$ cat src/hw/css_pkg.sv
// Constants and state type of the coding sublayer status register bank.
// Assumes one clock domain and an APB master with 32-bit data.
`default_nettype none

package css_pkg;

  ////////////////////////////////////////////////////////////////////////////
  // Register indexes as printed, with the space prefix in bits 15:12
  localparam logic [15:0] STATUS_IDX_PRINTED = 16'h38E7;
  localparam logic [15:0] CONTROL_IDX_PRINTED = 16'h3000;
  localparam logic [3:0] SPACE_PREFIX = 4'h3;
  localparam int PREFIX_LSB = 12;

  // Prefix stripped, as software addresses the space
  function automatic logic [15:0] strip_prefix(input logic [15:0] printed);
    strip_prefix = {4'h0, printed[PREFIX_LSB-1:0]};
  endfunction

  localparam logic [15:0] STATUS_IDX = strip_prefix(STATUS_IDX_PRINTED);
  localparam logic [15:0] CONTROL_IDX = strip_prefix(CONTROL_IDX_PRINTED);
  localparam logic [15:0] IRQ_STATUS_IDX = 16'h0F00;
  localparam logic [15:0] IRQ_MASK_IDX = 16'h0F01;

  ////////////////////////////////////////////////////////////////////////////
  // Field positions and reset values
  localparam int REG_W = 16;
  localparam int ST_TX_LPI_SEEN = 11;
  localparam int ST_RX_LPI_SEEN = 10;
  localparam int ST_TX_LPI_LIVE = 9;
  localparam int ST_RX_LPI_LIVE = 8;
  localparam int ST_FAULT = 7;
  localparam int ST_LINK = 2;
  localparam int CT_SOFT_RESET = 15;
  localparam int CT_LOOPBACK = 14;
  localparam logic [15:0] STATUS_RESET = 16'h0000;
  localparam logic [15:0] CONTROL_RESET = 16'h0000;

  localparam int IRQ_W = 4;
  localparam int IRQ_TX_LPI = 0;
  localparam int IRQ_RX_LPI = 1;
  localparam int IRQ_FAULT = 2;
  localparam int IRQ_LINK_DOWN = 3;
  localparam logic [3:0] IRQ_RESET = 4'h0;

  ////////////////////////////////////////////////////////////////////////////
  // Whole module state, registered in one process
  typedef struct packed {
    logic [1:0] tx_sync;
    logic [1:0] rx_sync;
    logic [1:0] fault_sync;
    logic [1:0] link_sync;
    logic tx_prev;
    logic rx_prev;
    logic fault_prev;
    logic link_prev;
    logic tx_seen;
    logic rx_seen;
    logic fault_seen;
    logic link_latch;
    logic loopback;
    logic soft_reset;
    logic [3:0] irq_status;
    logic [3:0] irq_mask;
    logic irq;
    logic pready;
    logic pslverr;
    logic [31:0] prdata;
  } css_state_t;

endpackage

`default_nettype wire

$ cat src/hw/css_status_regs.sv
// Coding sublayer status and control registers behind an APB slave.
// Assumes sublayer indications arrive asynchronously; all are synchronised.
//
// The APB register port was left to the implementer.
`default_nettype none

// Contract
// - Status register sits at printed index 0x38E7 and resets to zero.
// - Bit 11 latches once transmit side has seen low-power idle.
// - Bit 10 latches once receive side has seen low-power idle.
// - Bit 9 shows live transmit low-power idle, read-only.
// - Bit 8 shows live receive low-power idle, read-only.
// - Bit 7 latches a detected fault, cleared by software.
// - Bit 2 shows receive link up, latch-low, resets to zero.
// - Control register gives self-clearing soft reset and loopback enable.
module css_status_regs
  import css_pkg::*;
#(
  parameter int ADDR_W = 16
)
(
  // Clock and reset
  input wire logic pclk,
  input wire logic presetn,
  // APB slave
  input wire logic [ADDR_W-1:0] paddr,
  input wire logic psel,
  input wire logic penable,
  input wire logic pwrite,
  input wire logic [31:0] pwdata,
  input wire logic [3:0] pstrb,
  output logic [31:0] prdata,
  output logic pready,
  output logic pslverr,
  // Sublayer indications
  input wire logic tx_lpi_active,
  input wire logic rx_lpi_active,
  input wire logic fault_detect,
  input wire logic rx_link_up,
  // Sublayer controls and interrupt
  output logic sublayer_soft_reset,
  output logic sublayer_loopback_enable,
  output logic irq
);

  css_state_t st_r;
  css_state_t st_nxt;
  logic setup;
  logic done;
  logic wr;
  logic rd;
  logic [15:0] idx;

  ////////////////////////////////////////////////////////////////////////////
  // Helpers

  function automatic logic [15:0] word_index(input logic [ADDR_W-1:0] a);
    word_index = 16'(a >> 2);
  endfunction

  function automatic logic is_mapped(input logic [15:0] i);
    is_mapped = (i == STATUS_IDX) || (i == CONTROL_IDX) ||
                (i == IRQ_STATUS_IDX) || (i == IRQ_MASK_IDX);
  endfunction

  // Byte lane enable of a bit position
  function automatic logic lane_on(input logic [3:0] strb, input int bitpos);
    lane_on = strb[bitpos / 8];
  endfunction

  function automatic logic [31:0] read_word(input css_state_t s,
                                            input logic [15:0] i);
    logic [31:0] w;
    w = 32'h0000_0000;
    case (i)
      STATUS_IDX:
      begin
        w[ST_TX_LPI_SEEN] = s.tx_seen;
        w[ST_RX_LPI_SEEN] = s.rx_seen;
        w[ST_TX_LPI_LIVE] = s.tx_sync[1];
        w[ST_RX_LPI_LIVE] = s.rx_sync[1];
        w[ST_FAULT] = s.fault_seen;
        w[ST_LINK] = s.link_latch;
      end
      CONTROL_IDX:
      begin
        w[CT_SOFT_RESET] = s.soft_reset;
        w[CT_LOOPBACK] = s.loopback;
      end
      IRQ_STATUS_IDX: w[IRQ_W-1:0] = s.irq_status;
      IRQ_MASK_IDX: w[IRQ_W-1:0] = s.irq_mask;
      default: w = 32'h0000_0000;
    endcase
    read_word = w;
  endfunction

  ////////////////////////////////////////////////////////////////////////////
  // Next state

  assign idx = word_index(paddr);
  assign setup = psel && !penable;
  assign done = psel && penable && st_r.pready;
  assign wr = done && pwrite;
  assign rd = done && !pwrite;

  always_comb
  begin
    st_nxt = st_r;
    // Two-stage synchronisers; logic reads only the second stage
    st_nxt.tx_sync = {st_r.tx_sync[0], tx_lpi_active};
    st_nxt.rx_sync = {st_r.rx_sync[0], rx_lpi_active};
    st_nxt.fault_sync = {st_r.fault_sync[0], fault_detect};
    st_nxt.link_sync = {st_r.link_sync[0], rx_link_up};
    st_nxt.tx_prev = st_r.tx_sync[1];
    st_nxt.rx_prev = st_r.rx_sync[1];
    st_nxt.fault_prev = st_r.fault_sync[1];
    st_nxt.link_prev = st_r.link_sync[1];

    // Zero-wait APB: answer in the first access cycle
    st_nxt.pready = setup;
    st_nxt.pslverr = setup && !is_mapped(idx);
    st_nxt.prdata = (setup && !pwrite) ? read_word(st_r, idx) : 32'h0000_0000;

    // Self-clearing: soft reset lives one cycle
    // soft reset pulse
    st_nxt.soft_reset = 1'b0;

    // Clears first, so that a same-cycle event below wins
    if (st_r.soft_reset)
    begin
      st_nxt.tx_seen = 1'b0;
      st_nxt.rx_seen = 1'b0;
      st_nxt.fault_seen = 1'b0;
      st_nxt.link_latch = st_r.link_sync[1];
    end

    if (wr && idx == STATUS_IDX)
    begin
      if (lane_on(pstrb, ST_TX_LPI_SEEN) && !pwdata[ST_TX_LPI_SEEN])
        st_nxt.tx_seen = 1'b0;
      if (lane_on(pstrb, ST_RX_LPI_SEEN) && !pwdata[ST_RX_LPI_SEEN])
        st_nxt.rx_seen = 1'b0;
      if (lane_on(pstrb, ST_FAULT) && !pwdata[ST_FAULT])
        st_nxt.fault_seen = 1'b0;
      if (lane_on(pstrb, ST_LINK) && !pwdata[ST_LINK])
        st_nxt.link_latch = st_r.link_sync[1];
    end

    if (rd && idx == STATUS_IDX)
      st_nxt.link_latch = st_r.link_sync[1];

    if (wr && idx == CONTROL_IDX && lane_on(pstrb, CT_SOFT_RESET))
    begin
      st_nxt.soft_reset = pwdata[CT_SOFT_RESET];
      st_nxt.loopback = pwdata[CT_LOOPBACK];
    end

    if (wr && idx == IRQ_STATUS_IDX && pstrb[0])
      st_nxt.irq_status = st_r.irq_status & ~pwdata[IRQ_W-1:0];
    if (wr && idx == IRQ_MASK_IDX && pstrb[0])
      st_nxt.irq_mask = pwdata[IRQ_W-1:0];

    // Events last: set beats any clear in the same cycle
    // latch transmit idle
    if (st_r.tx_sync[1])
      st_nxt.tx_seen = 1'b1;
    if (st_r.rx_sync[1])
      st_nxt.rx_seen = 1'b1;
    if (st_r.fault_sync[1])
      st_nxt.fault_seen = 1'b1;
    if (!st_r.link_sync[1])
      st_nxt.link_latch = 1'b0;

    if (st_r.tx_sync[1] && !st_r.tx_prev)
      st_nxt.irq_status[IRQ_TX_LPI] = 1'b1;
    if (st_r.rx_sync[1] && !st_r.rx_prev)
      st_nxt.irq_status[IRQ_RX_LPI] = 1'b1;
    if (st_r.fault_sync[1] && !st_r.fault_prev)
      st_nxt.irq_status[IRQ_FAULT] = 1'b1;
    if (!st_r.link_sync[1] && st_r.link_prev)
      st_nxt.irq_status[IRQ_LINK_DOWN] = 1'b1;

    st_nxt.irq = |(st_nxt.irq_status & st_nxt.irq_mask);
  end

  ////////////////////////////////////////////////////////////////////////////
  // State register

  always_ff @(posedge pclk or negedge presetn)
  begin
    if (!presetn)
    begin
      st_r <= '0;
      st_r.irq_status <= IRQ_RESET;
      st_r.irq_mask <= IRQ_RESET;
      st_r.loopback <= CONTROL_RESET[CT_LOOPBACK];
      st_r.soft_reset <= CONTROL_RESET[CT_SOFT_RESET];
      st_r.link_latch <= STATUS_RESET[ST_LINK];
    end
    else
      st_r <= st_nxt;
  end

  assign prdata = st_r.prdata;
  assign pready = st_r.pready;
  assign pslverr = st_r.pslverr;
  assign sublayer_soft_reset = st_r.soft_reset;
  assign sublayer_loopback_enable = st_r.loopback;
  assign irq = st_r.irq;
endmodule

`default_nettype wire

$ cat config.mk
export PLATFORM = sky130hd
export DESIGN_NAME = css_status_regs
export DESIGN_NICKNAME = d
export VERILOG_FILES = /design/src/hw/css_pkg.sv /design/src/hw/css_status_regs.sv
export SDC_FILE = /design/constraint.sdc
export NUM_CORES = 1
export LEC_CHECK = 0
export ABC_CLOCK_PERIOD_IN_PS = 2500
export BUFFER_PORTS_ARGS = -buffer_cell sky130_fd_sc_hd__buf_2
export CORE_AREA = 5 5 79 81
export CTS_BUF_LIST = sky130_fd_sc_hd__clkbuf_4 sky130_fd_sc_hd__clkbuf_8
export DETAILED_ROUTE_END_ITERATION = 10
export DIE_AREA = 0 0 84 86
export GPL_TIMING_DRIVEN = 0
export PLACE_DENSITY_LB_ADDON = 0.25
export REMOVE_ABC_BUFFERS = 1
export SYNTH_ARGS = -nofsm -noshare
export SYNTH_HDL_FRONTEND = slang
export SYNTH_SLANG_ARGS = --single-unit
$ cat constraint.sdc
create_clock -name pclk -period 2.5 [get_ports pclk]
set_input_delay 0.125 -clock pclk [delete_from_list [all_inputs] [get_ports pclk]]
set_output_delay 0.125 -clock pclk [all_outputs]
set_load 0.02 [all_outputs]
; ---- Word-level counts from Yosys, hierarchy flattened
; Cells that the tools add are included.
[op_classes]
n_eq_ne = 3
muxes = 24
bitwise = 3
n_reduce_logical = 39
[op_table]
columns = cell, count
row1 = 14-bit by 12-bit equality test with 1-bit output (second input constant), 3
row2 = 1-bit logical AND, 23
row3 = 16-bit logical NOT, 1
row4 = 16-bit two-way mux, 1
row5 = 4-bit two-way mux, 4
row6 = 1-bit two-way mux, 14
row7 = 1-bit logical NOT, 11
row8 = 4-bit bitwise AND, 2
row9 = 5-bit two-way mux, 1
row10 = 4-bit inverter, 1
row11 = 2-bit one-hot mux with 2 select lines, 1
row12 = 4-bit OR reduction, 1
row13 = 1-bit logical OR, 3
row14 = 1-bit one-hot mux with 3 select lines, 1
row15 = 2-bit two-way mux, 1
row16 = 1-bit one-hot mux with 2 select lines, 1
[totals]
register_bits = 45
out_inout_bits = 37

; ---- Depth between registers and ports, before layout
[logic_depth]
ltp_word = 9
depth_mapped = 6
ltp_nobuf = 5

; ---- Least setup slack after synthesis
; OpenSTA, ideal clock, no wires.
[synth_path]
path_kind = input -> register
from = input paddr[3]
to = register st_r, in the netlist sublayer_loopback_enable
t_arrival_ns = 1.702
required_time_ns = 2.375
setup_slack_ns = 0.672
path_stages = 5
path_buffers = 0
path_cell_list = or4_4 or3_4 nor4_4 nand3_2 mux2_4
[synth_via]
elab_chain_cells = 3
[synth_lines]
columns = item, line_no
row1 = start: declaration, css_status_regs.sv:26  ; input wire logic [ADDR_W-1:0] paddr,
row2 = 16-bit logical NOT, css_status_regs.sv:152  ; if (wr && idx == CONTROL_IDX && lane_on(pstrb, CT_SOFT_RESET))
row3 = 1-bit logical AND (2 in series), css_status_regs.sv:152
row4 = end signal: assignment, css_status_regs.sv:201  ; st_r <= st_nxt;
row5 = end: declaration, css_status_regs.sv:46  ; css_state_t st_r;
; Every way passes these cells.
; A chain may end at the register's enable or synchronous reset.

==> flow_metrics.env <==
export IMPL_grt_pass1_wl_um=6640
export IMPL_endpoint_kind="flop"
export IMPL_ys_async_sr_fraction_pct=100
export IMPL_fin_util_pct=40.3
export IMPL_diodes=0
export IMPL_clk_insertion_delay_late_ps=290
export IMPL_wl_per_cell_um=13.7
export IMPL_synth_fa_ha_area_share_pct=0
export IMPL_synth_cells=170
export IMPL_vdd_ir_drop_max_uv=195
export IMPL_whs_ps=52.2
export IMPL_clk_pin_slew_ps=70
export IMPL_cts_setup_buffers=0
export IMPL_cp_arrival_ps=1980
export IMPL_finalSetupViolations=0
export IMPL_gp_congestion=0.784
export IMPL_synth_cell_types=35
export IMPL_grt_use_total_pct=11.7
export IMPL_first_pass_iters=4
export IMPL_placement_io_buffers=49
export IMPL_start_util_pct=34.5
export IMPL_status="finished clean"
export IMPL_grt_max_degree=41
export IMPL_place_hpwl_um=2970
export IMPL_syn_avg_cell_area_sq_um=11.0
export IMPL_synth_top_family_by_area="simple AND/OR/NAND/NOR gates"
export IMPL_stdcell_count=290
export IMPL_yosys_area_share_simple_pct=22.5
export IMPL_area_growth_pct=16.8
export IMPL_synth_edf_count=0
export IMPL_rows=27
export IMPL_rsz0062_at_grt="false"
export IMPL_drtIter0Drc=96
export IMPL_synthMuxAreaShare_pct=0.806
export IMPL_drive_above_1_share_pct=32.1
export IMPL_layout_common_cells="buf_2 (49), dfrtp_1 (40), conb_1 (21)"
export IMPL_slew_headroom_pct=41.1
export IMPL_via_per_inst=4.38
export IMPL_io_pins=98
export IMPL_wl_um=3970
export IMPL_hp_class="in2reg"
export IMPL_required_ps=2660
export IMPL_route_detailed_drc=0
export IMPL_p_leak_nw=1.09
export IMPL_critPathKind="in2reg"
export IMPL_final_common_cell="buf_2"
export IMPL_powerDensity_mw_per_mm2=563
export IMPL_die_w_um=84
export IMPL_cap_violations=0
export IMPL_core_sq_mm=0.00541
export IMPL_root_buffer="clkbuf_8"
export IMPL_first_global_vias=1325
export IMPL_max_slew_worst_pin_slew_ps=884
export IMPL_synth_seq_cells=40
export IMPL_period_needed_ps=1820
export IMPL_synth_main_ff_cell="dfrtp_1"
export IMPL_final_nets=279
export IMPL_path_max_fanout=8
export IMPL_ys_seq_area_share_pct=53.7
export IMPL_die_area_sq_mm=0.00722
export IMPL_syn_cell_area_sq_mm=0.00186
export IMPL_chipHeight_um=86
export IMPL_clockBufferDepth=2
export IMPL_startpoint_type="primary input"
export IMPL_timing_setup_tns_ps=0
export IMPL_synth_xor_area_share_pct=0
export IMPL_synth_compound_area_share_pct=7.86
export IMPL_dpl_cell_count=278
export IMPL_p_total_mw=1.23
export IMPL_max_freq_ghz=0.550
export IMPL_antenna_found_initial=0
export IMPL_cts_sinks=40
export IMPL_slew_viol_final=0
export IMPL_htreeDepth=2
export IMPL_grt_ovfl_total=0
export IMPL_cts_buffers=5
export IMPL_ys_warn_count=0
export IMPL_cts_tree="done"
export IMPL_drt_antenna_violating_nets=0
export IMPL_finalClockSkew_ps=4.17
export IMPL_vias=1271
export IMPL_period_share_pct=72.7
export IMPL_finalHoldViolations=0
-- through the flow --
step                area [sq um]  setup WS, ps
CTS                         2180           682
floorplan                   1690           672
global placement            2030           362
finish                      2180           681
detailed placement          2030           383
global route                2180           542
-- synthesized netlist by cell type, types with 2 or more instances --
master / count / area (sq um)
dfrtp_1: 40 / 1000
buf_4: 32 / 240
inv_1: 9 / 33.8
nand4_1: 8 / 50.1
nor2_1: 8 / 30.0
and3_1: 7 / 43.8
o21ai_0: 7 / 35.0
nor2b_1: 6 / 37.5
or2_2: 6 / 37.5
nand2_1: 5 / 18.8
nand2b_1: 5 / 31.3
a31oi_1: 4 / 25.0
or3_1: 4 / 25.0
a22oi_1: 3 / 22.5
nor3_1: 3 / 15.0
o2bb2ai_1: 3 / 26.3
nor4_2: 2 / 25.0
-- sequential cells by signal (all words and copies together), names as in the netlist --
name and cells:
sublayer_loopback_enable 1, st_nxt 8, st_r 16, pready 1
prdata 11, pslverr 1, irq 1, sublayer_soft_reset 1
-- cell families (layout without fill, tap and decap cells) --
kind of cell,Yosys count,in the layout
simple gates,65,65
buf+inv,42,70
flops,40,40
compound gates,21,21
other cells,1,21
mux,1,1
-- cell type report --
class                   instances  area [sq um]
repair buffers                 54           295
well taps                      72          90.1
fillers                       562          3230
flip-flops and latches         40          1000
multi-input cells             108           659
inverters                       9          33.8
clock buffers                   7          96.3
-- routing by layer --
| metal | track usage (%) | share of wire, % | up-vias |
|---|---|---|---|
| met5 | 0 | 0 | - |
| met4 | 3.95 | 1.1 | 0 |
| met3 | 4.32 | 7.5 | 5 |
| met2 | 18.4 | 48 | 38 |
| met1 | 15.0 | 43 | 596 |
| li1 | - | - | 632 |
-- final timing paths --
path,from,endpoint,slack [ps],cells past startpoint
max in group asynchronous,presetn,st_nxt[52],1440,2
max reg2reg,pready,irq,840,5
max,paddr[3],irq,680,6
min reg2reg,st_nxt[58],st_nxt[51],350,0
min in group asynchronous,presetn,st_nxt[60],490,2
min,pwdata[15],sublayer_soft_reset,50,3
-- timing repair --
item | 4_1_cts | 5_1_grt
endpoints found under the hold margin | 44 | 0
gates resized for setup | 0 | 0
hold buffers | 5 | 0
-- where the power goes --
group / leakage, nW / switching (mW) / internal (mW)
registers: 0.492 / 0.00519 / 0.658
logic: 0.551 / 0.0704 / 0.0333
clock network: 0.0503 / 0.213 / 0.246
total: 1.09 / 0.288 / 0.937
-- worst max-delay path: stages --
cell      delay, ps
buf_2           100
or4_4           560
nor4_2          650
a31oi_1         190
a2bb2o_1        270
nand4_1          80
Power figures use the tool's default switching activity.
